### src/rtl/mwl_link_map.vh
`ifndef MWL_LINK_MAP_VH
`define MWL_LINK_MAP_VH
// ==========================================================
// Register offsets (byte addresses)
`define MWL_A_CTRL 8'h00
`define MWL_A_SRCST 8'h04
`define MWL_A_SRCLEN 8'h08
`define MWL_A_STSET 8'h10
`define MWL_A_CNTSET 8'h14
`define MWL_A_RETRY 8'h18
`define MWL_A_TMO 8'h1C
`define MWL_A_OWN 8'h20
`define MWL_A_ACT 8'h24
`define MWL_A_SCAN 8'h28
`define MWL_A_PEAK 8'h2C
`define MWL_A_FLAGS 8'h30
`define MWL_R_CNT 2'b01
`define MWL_R_CODE 2'b10
// ==========================================================
// Control and flag fields
`define MWL_B_EN 0
`define MWL_B_PORT 1
`define MWL_B_ACT 16
`define MWL_B_CARD 17
`define MWL_B_BUILT 18
// ==========================================================
// Limits and defaults
`define MWL_SRC_MAX 13'h1F3F
`define MWL_LEN_MAX 6'h28
`define MWL_DEF_ADDR 4'h0
`define MWL_DEF_CNT 4'h7
`define MWL_DEF_RETRY 4'h3
`define MWL_MAX_RETRY 4'hA
`define MWL_DEF_TMO 8'h05
`define MWL_MIN_TMO 8'h05
// ==========================================================
// Error codes
`define MWL_E_TMO 8'h01
`define MWL_E_NUM 8'h02
`define MWL_E_SEQ 8'h03
`define MWL_E_FRM 8'h04
`define MWL_E_NOREQ 8'h11
`define MWL_E_MFRM 8'h14
`define MWL_E_NOSLV 8'h21
`define MWL_E_ADDR 8'h22
`define MWL_E_OSEQ 8'h23
`define MWL_E_EARLY 8'h31
`define MWL_E_INSTR 8'h32
// ==========================================================
// Timing: tick of 10 ms at a 50 MHz clock
`define MWL_TICK_MS 10
`define MWL_CLK_KHZ 50000
`endif

### src/rtl/mwl_link.v
// Register access over APB and the register addresses were left to the implementer.
`timescale 1ns/100ps
`include "mwl_link_map.vh"
// Notes on behaviour
// Source block: start word 0 to 7999, length 1 to 40 words.
// Port operand: 0 built-in RS-485 port, 1 expansion card.
// One master polls at most 15 slave stations.
// Only the first enabled port runs; never both at once.
// Frame format and rate come from a per-port config word; the block has no such word, only the mode flags.
// Read-only error flag for master and each slave 1 to 15.
// Link-active flag high while the link instruction is enabled; stays low when the source block is bad (S_BAD).
// Two mode flags show card or built-in port carries the link.
// Station address 0 master, 1 to 15 slave; copy in use readable.
// Slave count 1 to 15, default 7, bounds master polling.
// Retries 0 to 10, default 3; beyond that, slave error.
// Response time-out 5 to 255 times 10 ms, default 5.
// Current and peak scan time reported in 10 ms units.
// Settings take effect at program start or power-on only.
// Error counter and latest code per master and slave.
// Master records 01H, 02H, 03H, 04H for slave faults.
// Slave records 11H for missing next request, 14H bad frame.
// Other slaves record 21H, 22H, 23H for a slave's faults.
// Request before parameters accepted gives 31H; 32H bad instruction.
// Master polls slaves 1 to count in order, repeating.
module mwl_link #(
  parameter TICK_CYC = `MWL_TICK_MS * `MWL_CLK_KHZ
) (
  input wire core_clk,
  input wire rst_n,
  input wire psel,
  input wire penable,
  input wire pwrite,
  input wire [7:0] paddr,
  input wire [31:0] pwdata,
  output reg [31:0] prdata,
  output reg pready,
  output reg pslverr,
  input wire rxValid,
  input wire rxFromMaster,
  input wire [3:0] rxStation,
  input wire [7:0] rxSeq,
  input wire rxBad,
  output reg txReq,
  output reg [3:0] txDst,
  output reg [7:0] txSeq,
  output reg [12:0] txStart,
  output reg [5:0] txLen,
  output reg linkActive,
  output reg cardMode,
  output reg builtinMode
);
  localparam S_IDLE = 5'b00001;
  localparam S_SEND = 5'b00010;
  localparam S_WAIT = 5'b00100;
  localparam S_SLV = 5'b01000;
  localparam S_BAD = 5'b10000;

  reg ctrlEn_q, ctrlPort_q;
  reg [12:0] srcStart_q;
  reg [5:0] srcLen_q;
  reg [3:0] setAddr_q, setCnt_q, setRetry_q;
  reg [7:0] setTmo_q;
  reg [3:0] ownAddr_q, actCnt_q, appRetry_q;
  reg [7:0] appTmo_q;
  reg [4:0] state_q;
  reg [3:0] dst_q, tries_q, lastDst_q;
  reg [7:0] seq_q, lastSeq_q, failCode_q, tmoCnt_q;
  reg waitNext_q;
  reg [19:0] tickCnt_q;
  reg [15:0] scanCnt_q, scanNow_q, scanPeak_q;
  reg [31:0] rdData;
  reg rdErr;
  reg errEv, okEv, scanEv;
  reg [3:0] errIdx, okIdx;
  reg [7:0] errVal;
  wire [15:0] errFlags;
  wire [15:0] cntW [0:15];
  wire [7:0] codeW [0:15];
  wire apbAcc = psel & penable & ~pready;
  wire apbWr = psel & penable & pready & pwrite;
  wire tick = (tickCnt_q == TICK_CYC - 1);
  wire tmoHit = (tmoCnt_q >= appTmo_q);
  wire srcOk = (srcStart_q <= `MWL_SRC_MAX) && (srcLen_q != 6'h00) &&
    (srcLen_q <= `MWL_LEN_MAX);
  wire startReq = ctrlEn_q & (state_q == S_IDLE);
  wire slvRx = rxValid & ~rxFromMaster;
  wire mstRx = rxValid & rxFromMaster;

  // ========================================================
  // APB slave: one wait state, then answer
  always @(posedge core_clk or negedge rst_n) begin
    if (!rst_n) begin
      pready <= 1'b0;
      prdata <= 32'h0000_0000;
      pslverr <= 1'b0;
    end else begin
      pready <= apbAcc;
      if (apbAcc) begin
        prdata <= pwrite ? 32'h0000_0000 : rdData;
        pslverr <= rdErr;
      end
    end
  end

  // Register writes, taken at the completing edge
  always @(posedge core_clk or negedge rst_n) begin
    if (!rst_n) begin
      ctrlEn_q <= 1'b0;
      ctrlPort_q <= 1'b0;
      srcStart_q <= 13'h0000;
      srcLen_q <= 6'h01;
      setAddr_q <= `MWL_DEF_ADDR;
      setCnt_q <= `MWL_DEF_CNT;
      setRetry_q <= `MWL_DEF_RETRY;
      setTmo_q <= `MWL_DEF_TMO;
    end else if (apbWr) begin
      case (paddr)
        `MWL_A_CTRL: begin
          ctrlEn_q <= pwdata[`MWL_B_EN];
          ctrlPort_q <= pwdata[`MWL_B_PORT];
        end
        `MWL_A_SRCST: srcStart_q <= pwdata[12:0];
        `MWL_A_SRCLEN: srcLen_q <= pwdata[5:0];
        `MWL_A_STSET: setAddr_q <= pwdata[3:0];
        `MWL_A_CNTSET: setCnt_q <= pwdata[3:0];
        `MWL_A_RETRY: setRetry_q <= pwdata[3:0];
        `MWL_A_TMO: setTmo_q <= pwdata[7:0];
        default: ;
      endcase
    end
  end

  // Read decode; unmapped addresses answer with an error
  always @* begin
    rdData = 32'h0000_0000;
    rdErr = 1'b0;
    case (paddr[7:6])
      `MWL_R_CNT: rdData = {16'h0000, cntW[paddr[5:2]]};
      `MWL_R_CODE: rdData = {24'h00_0000, codeW[paddr[5:2]]};
      default: begin
        case (paddr)
          `MWL_A_CTRL: rdData = {30'h0000_0000, ctrlPort_q, ctrlEn_q};
          `MWL_A_SRCST: rdData = {19'h0_0000, srcStart_q};
          `MWL_A_SRCLEN: rdData = {26'h000_0000, srcLen_q};
          `MWL_A_STSET: rdData = 32'h0000_0000;
          `MWL_A_CNTSET: rdData = 32'h0000_0000;
          `MWL_A_RETRY: rdData = {28'h000_0000, setRetry_q};
          `MWL_A_TMO: rdData = {24'h00_0000, setTmo_q};
          `MWL_A_OWN: rdData = {28'h000_0000, ownAddr_q};
          `MWL_A_ACT: rdData = {28'h000_0000, actCnt_q};
          `MWL_A_SCAN: rdData = {16'h0000, scanNow_q};
          `MWL_A_PEAK: rdData = {16'h0000, scanPeak_q};
          `MWL_A_FLAGS: rdData = {13'h0000, builtinMode, cardMode,
            linkActive, errFlags};
          default: rdErr = 1'b1;
        endcase
      end
    endcase
  end

  // ========================================================
  // 10 ms tick and scan timer
  always @(posedge core_clk or negedge rst_n) begin
    if (!rst_n) begin
      tickCnt_q <= 20'h0_0000;
      scanCnt_q <= 16'h0000;
      scanNow_q <= 16'h0000;
      scanPeak_q <= 16'h0000;
    end else begin
      if (!linkActive || tick)
        tickCnt_q <= 20'h0_0000;
      else
        tickCnt_q <= tickCnt_q + 20'h0_0001;
      if (!linkActive) begin
        scanCnt_q <= 16'h0000;
      end else if (scanEv) begin
        scanNow_q <= scanCnt_q;
        if (scanCnt_q > scanPeak_q)
          scanPeak_q <= scanCnt_q;
        scanCnt_q <= 16'h0000;
      end else if (tick) begin
        scanCnt_q <= scanCnt_q + 16'h0001;
      end
    end
  end

  // ========================================================
  // Error and success events for the station table
  always @* begin
    errEv = 1'b0;
    errIdx = 4'h0;
    errVal = 8'h00;
    okEv = 1'b0;
    okIdx = 4'h0;
    scanEv = 1'b0;
    if (startReq && !srcOk) begin
      errEv = 1'b1;
      errIdx = setAddr_q;
      errVal = `MWL_E_INSTR;
    end else if (!linkActive && ctrlEn_q && mstRx &&
        rxStation == setAddr_q && rxStation != 4'h0) begin
      errEv = 1'b1;
      errIdx = setAddr_q;
      errVal = `MWL_E_EARLY;
    end else if (state_q == S_WAIT) begin
      if (slvRx && (rxBad || rxStation != dst_q || rxSeq != seq_q)) begin
        if (tries_q >= appRetry_q) begin
          errEv = 1'b1;
          errIdx = dst_q;
          errVal = rxBad ? `MWL_E_FRM :
            (rxStation != dst_q) ? `MWL_E_NUM : `MWL_E_SEQ;
        end
      end else if (slvRx) begin
        okEv = 1'b1;
        okIdx = dst_q;
        scanEv = (dst_q >= actCnt_q);
      end else if (tick && tmoHit && tries_q >= appRetry_q) begin
        errEv = 1'b1;
        errIdx = dst_q;
        errVal = `MWL_E_TMO;
      end
      if (errEv)
        scanEv = (dst_q >= actCnt_q);
    end else if (state_q == S_SLV) begin
      if (mstRx && rxBad) begin
        errEv = 1'b1;
        errVal = `MWL_E_MFRM;
      end else if (mstRx) begin
        okEv = 1'b1;
        scanEv = (rxStation == 4'h1);
      end else if (slvRx && rxBad) begin
        errEv = 1'b1;
        errIdx = rxStation;
        errVal = `MWL_E_FRM;
      end else if (slvRx && rxStation == ownAddr_q) begin
        errEv = 1'b1;
        errIdx = rxStation;
        errVal = `MWL_E_NOSLV;
      end else if (slvRx && rxStation != lastDst_q) begin
        errEv = 1'b1;
        errIdx = rxStation;
        errVal = `MWL_E_ADDR;
      end else if (slvRx && rxSeq != lastSeq_q) begin
        errEv = 1'b1;
        errIdx = rxStation;
        errVal = `MWL_E_OSEQ;
      end else if (slvRx) begin
        okEv = 1'b1;
        okIdx = rxStation;
      end else if (waitNext_q && tick && tmoHit) begin
        errEv = 1'b1;
        errVal = `MWL_E_NOREQ;
      end
    end
  end

  // ========================================================
  // Per-station flag, error counter and latest error code
  genvar g;
  generate
    for (g = 0; g < 16; g = g + 1) begin : gEnt
      reg flag_q;
      reg [15:0] cnt_q;
      reg [7:0] code_q;
      always @(posedge core_clk or negedge rst_n) begin
        if (!rst_n) begin
          flag_q <= 1'b0;
          cnt_q <= 16'h0000;
          code_q <= 8'h00;
        end else if (errEv && errIdx == g) begin
          flag_q <= 1'b1;
          cnt_q <= cnt_q + 16'h0001;
          code_q <= errVal;
        end else if (okEv && okIdx == g) begin
          flag_q <= 1'b0;
        end
      end
      assign errFlags[g] = flag_q;
      assign cntW[g] = cnt_q;
      assign codeW[g] = code_q;
    end
  endgenerate

  // ========================================================
  // Link sequencer: start, master polling, slave answering
  always @(posedge core_clk or negedge rst_n) begin
    if (!rst_n) begin
      state_q <= S_IDLE;
      ownAddr_q <= `MWL_DEF_ADDR;
      actCnt_q <= `MWL_DEF_CNT;
      appRetry_q <= `MWL_DEF_RETRY;
      appTmo_q <= `MWL_DEF_TMO;
      linkActive <= 1'b0;
      cardMode <= 1'b0;
      builtinMode <= 1'b0;
      dst_q <= 4'h1;
      tries_q <= 4'h0;
      seq_q <= 8'h00;
      lastDst_q <= 4'h0;
      lastSeq_q <= 8'h00;
      tmoCnt_q <= 8'h00;
      waitNext_q <= 1'b0;
      txReq <= 1'b0;
      txDst <= 4'h0;
      txSeq <= 8'h00;
      txStart <= 13'h0000;
      txLen <= 6'h00;
    end else begin
      txReq <= 1'b0;
      if (tick)
        tmoCnt_q <= tmoCnt_q + 8'h01;
      if (!ctrlEn_q) begin
        state_q <= S_IDLE;
        linkActive <= 1'b0;
        cardMode <= 1'b0;
        builtinMode <= 1'b0;
        waitNext_q <= 1'b0;
      end else begin
        case (state_q)
          S_IDLE: begin
            if (!srcOk) begin
              state_q <= S_BAD;
            end else begin
              // Settings are latched only here, at start
              ownAddr_q <= setAddr_q;
              actCnt_q <= (setCnt_q == 4'h0) ? 4'h1 : setCnt_q;
              appRetry_q <= (setRetry_q > `MWL_MAX_RETRY) ?
                `MWL_MAX_RETRY : setRetry_q;
              appTmo_q <= (setTmo_q < `MWL_MIN_TMO) ?
                `MWL_MIN_TMO : setTmo_q;
              txStart <= srcStart_q;
              txLen <= srcLen_q;
              linkActive <= 1'b1;
              // Port fixed at start; sets cardMode or builtinMode
              cardMode <= ctrlPort_q;
              builtinMode <= ~ctrlPort_q;
              dst_q <= 4'h1;
              tries_q <= 4'h0;
              tmoCnt_q <= 8'h00;
              state_q <= (setAddr_q == 4'h0) ? S_SEND : S_SLV;
            end
          end
          S_SEND: begin
            txReq <= 1'b1;
            txDst <= dst_q;
            txSeq <= seq_q;
            tmoCnt_q <= 8'h00;
            state_q <= S_WAIT;
          end
          S_WAIT: begin
            if (okEv || errEv) begin
              if (okEv)
                seq_q <= seq_q + 8'h01;
              tries_q <= 4'h0;
              if (dst_q >= actCnt_q)
                dst_q <= 4'h1;
              else
                dst_q <= dst_q + 4'h1;
              state_q <= S_SEND;
            end else if (slvRx || (tick && tmoHit)) begin
              tries_q <= tries_q + 4'h1;
              state_q <= S_SEND;
            end
          end
          S_SLV: begin
            if (mstRx && !rxBad) begin
              lastDst_q <= rxStation;
              lastSeq_q <= rxSeq;
              waitNext_q <= 1'b0;
              if (rxStation == ownAddr_q) begin
                txReq <= 1'b1;
                txDst <= 4'h0;
                txSeq <= rxSeq;
                tmoCnt_q <= 8'h00;
                waitNext_q <= 1'b1;
              end
            end else if (errEv && errVal == `MWL_E_NOREQ) begin
              waitNext_q <= 1'b0;
            end
          end
          S_BAD: state_q <= S_BAD;
          default: state_q <= S_IDLE;
        endcase
      end
    end
  end
endmodule // mwl_link

### config.mk
export PLATFORM = sky130hd
export DESIGN_NAME = mwl_link
export DESIGN_NICKNAME = d
export VERILOG_FILES = /design/src/rtl/mwl_link.v
export VERILOG_INCLUDE_DIRS = /design/src /design/src/rtl
export SDC_FILE = /design/constraint.sdc
export NUM_CORES = 1
export LEC_CHECK = 0
export ABC_AREA = 1
export BUFFER_PORTS_ARGS = -buffer_cell sky130_fd_sc_hd__buf_2
export CORE_ASPECT_RATIO = 0.5
export CORE_MARGIN = 5
export CORE_UTILIZATION = 60
export DETAILED_ROUTE_END_ITERATION = 8
export PLACE_DENSITY = 0.76
export SLEW_MARGIN = 20
export SYNTH_ARGS = -nofsm -noshare
export SYNTH_HDL_FRONTEND = slang
export SYNTH_SLANG_ARGS = --single-unit
### constraint.sdc
create_clock -name core_clk -period 6.2 [get_ports core_clk]
set_input_delay 0.93 -clock core_clk [delete_from_list [all_inputs] [get_ports core_clk]]
set_output_delay 0.93 -clock core_clk [all_outputs]
set_load 0.02 [all_outputs]
==> flow_summary.ini, run 1 <==
[outcome]
status = completed

[cells_and_area]
drive_above_1_share = 0.0639
design_area_um2 = 36500
layout.nets = 4626
finalNonFillerCells = 5310
n_antenna_cell = 0
syn_to_final_growth_pct = 8.62

[global_routing]
grt.total_usage = 0.328
grt_pass1_wl_mm = 160
grt_start_max_net_pins = 141
grt_overflow_total = 0
grt_pass1_vias = 29597
antenna_found_initial = 1

[power_and_ir_drop]
switching_share = 0.244
seqPwrFrac = 0.476
internal_power_w = 0.00611
leakagePower_nw = 17.6
power.density_nw_per_um2 = 221
p_switching_w = 0.00197
power_frac_clock = 0.464
combPwrFrac = 0.059
peakVddDrop_v = 0.000193

[clocking]
cts_setup_buffers = 0
postCtsHoldBufs = 0
h-tree-depth = 2
cts_sinks = 579
clockRootBuffer = clkbuf_16
clkLatencyLatePin_ns = 0.64
cts.repair.resized = 0
cts_buffers = 53
cts_tree = built
clk_path_buf_depth = 3
path_clk_slew_ns = 0.07

[floorplan]
die_area_um2 = 61100
fp.dieW_um = 345
io_pins = 129
start_util = 0.606
placementRows = 61
core_area_um2 = 55500
die-height_um = 177

[synthesis]
async_reset_ff_frac = 1.00
synth_seq_area_share = 0.432
syn-cell-area_um2 = 33600
synthCells = 4512
ys_dominant_reg_cell = dfrtp_1
synth_edf_count = 0
syn_area_per_cell_um2 = 7.45
yosys_warnings = 0
ys_seq_elements = 579
yosysUniqueCellTypes = 50

[setup_path]
crit_required_ns = 6.70
critPathKind = flop to flop
crit_fanout = 43
cp.arrival_ns = 4.45
startpoint_type = flop
crit_path_end_kind = flop

[drt]
vias = 31239
vias_per_cell = 5.88
firstDrtPassIters = 7
drt_iter0_drc = 4161
drc = 0
antenna_left = 0
drt_wl_total_mm = 101
avgRoutedWirePerCell_um = 19.0

[sta]
tightest_slew_ns = 1.12
fin_crit_sh = 0.637
fmax_mhz = 253
hold-worst-slack_ns = 0.311
fin_tns_setup_ns = 0
period_minus_slack_ns = 3.95
skew_ns = 0.0269
maxSlewHeadroom = 0.248
hold_viol_final = 0
rsz0062_at_grt = false
worst_slack_ns = 2.25
slew_viol_final = 0
setup_viol = 0

[placement]
globalplace.congestion = 0.980
dp_slack_ns = 1.81
dp_hpwl_mm = 71.2
dpl_cell_area_um2 = 34600
io_buffers = 96
placedCellCount = 5210

[hold_path]
hp-class = input pin to asynchronous set/reset pin

[job]
cap_violations = 0
-- worst max-delay path: stages (launching register included) --
cell and delay [ns]:
dfrtp_1 0.37, ha_1 0.19, nand2_1 0.09, nor2_1 0.19
inv_1 0.12, nor2_4 0.35, nand3_2 0.16, nand2_2 0.17
nand2_1 0.07, nand3_1 0.17, nand2_2 0.14, nor2_4 0.21
buf_4 0.51, nand2_1 0.73, nand2_1 0.24, nand2_1 0.07
-- cells by family after synthesis --
| logic type | count (synthesis) | synth area share |
|---|---|---|
| muxes | 2 | 0.000670 |
| and+or+nand+nor | 2430 | 0.305 |
| AOI/OAI and AO/OA | 531 | 0.0962 |
| xor gates and xnor gates | 256 | 0.0667 |
| adders and majority gates | 57 | 0.0212 |
| DFF | 579 | 0.432 |
| other | 1 | 0.000112 |
| buffers and inverters | 656 | 0.0785 |
-- metal layers --
layer / GRT usage / wire length [µm] / up-vias
met5: 0 / 0 / -
met4: 0.0937 / 2930 / 0
met3: 0.0748 / 10500 / 239
met2: 0.517 / 45200 / 1447
met1: 0.460 / 42100 / 14878
li1: - / - / 14675
-- layout by cell type (no fill, tap or decap), types with 51 or more instances in the layout --
cell / count
nor4_1: 51
nand2_1: 1454
buf_2: 95
a21oi_1: 58
dfrtp_1: 562
clkbuf_16: 53
inv_1: 432
nor2_1: 236
o21ai_0: 233
xor2_1: 224
ha_1: 57
nand3_1: 473
nand4_1: 55
a22oi_1: 59
nor3_1: 117
-- cell usage after synthesis, types with 57 or more instances --
| cell | count | area share |
|---|---|---|
| a22oi_1 | 59 | 0.013 |
| nand2_1 | 1457 | 0.16 |
| nor3_1 | 117 | 0.017 |
| ha_1 | 57 | 0.021 |
| nor2_1 | 238 | 0.027 |
| nand3_1 | 473 | 0.070 |
| o21ai_0 | 233 | 0.035 |
| xor2_1 | 224 | 0.058 |
| dfrtp_1 | 562 | 0.42 |
| clkbuf_1 | 113 | 0.013 |
| inv_1 | 432 | 0.048 |
| a21oi_1 | 58 | 0.0086 |
-- state kept, by name, indices dropped and copies added (netlist names), 5 cells and up --
signal and cells:
gEnt.cnt_q 256, gEnt.code_q 80, tickCnt_q 20, prdata 19, gEnt.flag_q 16, scanCnt_q 16, scanNow_q 16, scanPeak_q 16
srcStart_q 13, txStart 13, appTmo_q 8, lastSeq_q 8, seq_q 8, setTmo_q 8, tmoCnt_q 8, txSeq 8
srcLen_q 6, txLen 6, state_q 5
-- power by group through the flow --
stage	registers, W	clock network (W)	logic (W)
6_report	0.00385	0.00375	0.000478
5_1_grt	0.00385	0.00393	0.000529
4_1_cts	0.00385	0.00377	0.000473
3_5_place_dp	0.00392	0	0.000471
3_3_place_gp	0.00392	0	0.000465
2_1_floorplan	0.00392	0	0.000252
-- final timing paths --
kind	slack [ns]	start	cells past startpoint	end
min	0.31	rst_n	1	lastSeq_q[5]$_DFFE_PN0P_
max	2.25	tickCnt_q[0]$_DFF_PN0_	15	gEnt[7].cnt_q[11]$_DFFE_PN0P_
max in group asynchronous	4.36	rst_n	2	gEnt[6].cnt_q[4]$_DFFE_PN0P_
max reg2reg	2.25	tickCnt_q[0]$_DFF_PN0_	15	gEnt[7].cnt_q[11]$_DFFE_PN0P_
min in group core_clk	0.47	tickCnt_q[0]$_DFF_PN0_	1	tickCnt_q[0]$_DFF_PN0_
min reg2reg	0.47	tickCnt_q[0]$_DFF_PN0_	1	tickCnt_q[0]$_DFF_PN0_
-- area by class of cell --
| class | count | area [µm²] |
|---|---|---|
| repair buffers | 134 | 838 |
| fillers | 4903 | 19000 |
| well taps | 756 | 946 |
| inverters | 452 | 1700 |
| clock buffers | 79 | 1560 |
| flip-flops and latches | 579 | 14500 |
| clock inverters | 21 | 389 |
| multi-input cells | 3289 | 16600 |
-- through the flow --
stage               total power (W)   util
floorplan                   0.00418      -
global placement            0.00438  0.623
detailed placement          0.00439  0.623
CTS                         0.00809  0.658
global route                0.00831  0.658
finish                      0.00807  0.658
Note: power is estimated with default switching activity, not from simulation.
==> run 2, diff against run 1 <==
==> constraint.sdc (replaced) <==
create_clock -name core_clk -period 3.85 [get_ports core_clk]
set_input_delay 0.5775 -clock core_clk [delete_from_list [all_inputs] [get_ports core_clk]]
set_output_delay 0.5775 -clock core_clk [all_outputs]
set_load 0.02 [all_outputs]
==> run 2 against run 1 <==
Net effect:
- the flow now finishes with violations (hold timing)
- routed wire length is 0.60% higher
- clock skew down 0.0090 ns
- register-to-register slack got worse by 1.7 ns
- critical path type unchanged
- highest routed layer is now met5
==> flow_summary.ini, run 2 (synthesis results as in run 1) <==
[outcome]
status = finished, violations left
failed_checks = hold timing

[drt]
vias_per_cell = 5.88
drt_iter0_drc = 4046
vias = 31548
avgRoutedWirePerCell_um = 18.9
drt_wl_total_mm = 101
drc = 0
antenna_left = 0
firstDrtPassIters = 7

[power_and_ir_drop]
switching_share = 0.238
leakagePower_nw = 17.9
p_total_w = 0.0129
combPwrFrac = 0.061
internal_power_w = 0.00984
p_switching_w = 0.00308
power_frac_clock = 0.459
power.density_nw_per_um2 = 349
seqPwrFrac = 0.479
peakVddDrop_v = 0.000349

[job]
cap_violations = 0

[floorplan]
core_area_um2 = 55500
io_pins = 129
fp.dieW_um = 345
die-height_um = 177
placementRows = 61
start_util = 0.606
die_area_um2 = 61100

[cells_and_area]
layout.nets = 4685
layout_commonest_cell = nand2_1
regMostFlops = gEnt.cnt_q
drive_above_1_share = 0.0766
largest_registers = gEnt.cnt_q x256, gEnt.code_q x80, tickCnt_q x20
largest_register_ffs = 256
syn_to_final_growth_pct = 10.1
final_cell_mix = nand2_1 (1,454), dfrtp_1 (562), nand3_1 (473)
fillCellCount = 4786

[sta]
skew_ns = 0.0179
fmax_mhz = 300
hold-worst-slack_ns = -0.0232
worst_slack_ns = 0.512
fin_tns_setup_ns = 0
period_minus_slack_ns = 3.34
rsz0062_at_grt = false
setup_viol = 0
hold_viol_final = 4
tightest_slew_ns = 0.938
fin_crit_sh = 0.867
slew_viol_final = 0
maxSlewHeadroom = 0.368

[setup_path]
critPathKind = flop to flop
cp.arrival_ns = 3.83
crit_path_end_kind = flop
crit_required_ns = 4.34
startpoint_type = flop
crit_fanout = 43

[clocking]
cts_buffers = 52
cts_tree = built
h-tree-depth = 2
clk_path_buf_depth = 3
clockRootBuffer = clkbuf_16
cts.repair.resized = 0
cts_sinks = 579
clkLatencyLatePin_ns = 0.61
cts_setup_buffers = 0
path_clk_slew_ns = 0.07
postCtsHoldBufs = 0

[global_routing]
grt.total_usage = 0.329
grt_overflow_total = 0
use_met3 = 0.0771
grt_pass1_vias = 29686
busiest_layer = met2
grt_start_max_net_pins = 84
grt_pass1_wl_mm = 161
use_met2 = 0.508
antenna_found_initial = 3
grtUsageMet1 = 0.469

[placement]
dp_hpwl_mm = 73.6
dp_slack_ns = 0.403
globalplace.congestion = 0.963
io_buffers = 96

[hold_path]
hp-class = input pin to asynchronous set/reset pin
==> run 2: cell types whose count changed in the layout (fill, tap and decap cells not counted), sizes merged <==
cell / delta
diode: +2
clkinv: +3
inv: +1
bufinv: +1
clkbuf: -9
buf: +60
==> run 2: path summary, 6_finish.rpt <==
path	startpoint	endpoint	slack (ns)	cells past startpoint
max	appTmo_q[2]$_DFFE_PN1P_	gEnt[9].code_q[1]$_DFFE_PN0P_	0.51	19
min	rst_n	seq_q[0]$_DFFE_PN0P_	-0.02	1
max reg2reg	appTmo_q[2]$_DFFE_PN1P_	gEnt[9].code_q[1]$_DFFE_PN0P_	0.51	19
min reg2reg	tickCnt_q[0]$_DFF_PN0_	tickCnt_q[0]$_DFF_PN0_	0.47	1
max in group asynchronous	rst_n	gEnt[9].cnt_q[5]$_DFFE_PN0P_	2.74	2
min in group core_clk	pwdata[12]	srcStart_q[12]$_DFFE_PN0P_	0.21	3
==> run 2: area by class of cell <==
class,instances,area (µm²),area share
flip-flops and latches,579,14500,0.392
well taps,756,946,0.0256
diodes,2,5.00,0.000135
repair buffers,194,1370,0.0371
inverters,452,1700,0.0458
clock buffers,70,1500,0.0405
clock inverters,26,420,0.0114
multi-input cells,3289,16600,0.447
==> run 2: metrics by stage <==
stage / instances / cell area [µm²] / util
after floorplan: 4524 / 33700 / -
after global placement: 5269 / 35100 / 0.632
after detailed placement: 5269 / 35100 / 0.632
after CTS: 5365 / 37000 / 0.666
after global routing: 5366 / 37000 / 0.667
final: 5368 / 37000 / 0.667
==> run 2: critical path, stage by stage, from the launching register on <==
cell     delay [ns]
dfstp_2        0.53
inv_1          0.04
ha_1           0.26
nand2_1        0.06
nor2_1         0.10
nor2_1         0.04
nand2_1        0.05
nand2_1        0.04
nand2_1        0.19
nand3_2        0.16
nand2_2        0.18
nand2_1        0.07
nand3_1        0.19
nand2_2        0.15
a21oi_4        0.35
buf_12         0.27
nand2_1        0.08
buf_4          0.25
nand2_1        0.11
nand2_1        0.05
==> run 2: metal layers <==
metal  vias to the layer above  routed length, µm
met2                      1522              44500
met1                     14996              42400
met5                         -                 14
met3                       211              11200
li1                      14817                  -
met4                         2               3150
==> run 2: power by group through the flow <==
stage	sequential [W]	combinational (W)	clock (W)
2_1_floorplan	0.00632	0.000406	0
3_3_place_gp	0.00630	0.000764	0
3_5_place_dp	0.00630	0.000778	0
4_1_cts	0.00619	0.000782	0.00597
5_1_grt	0.00619	0.000877	0.00625
6_report	0.00619	0.000791	0.00594
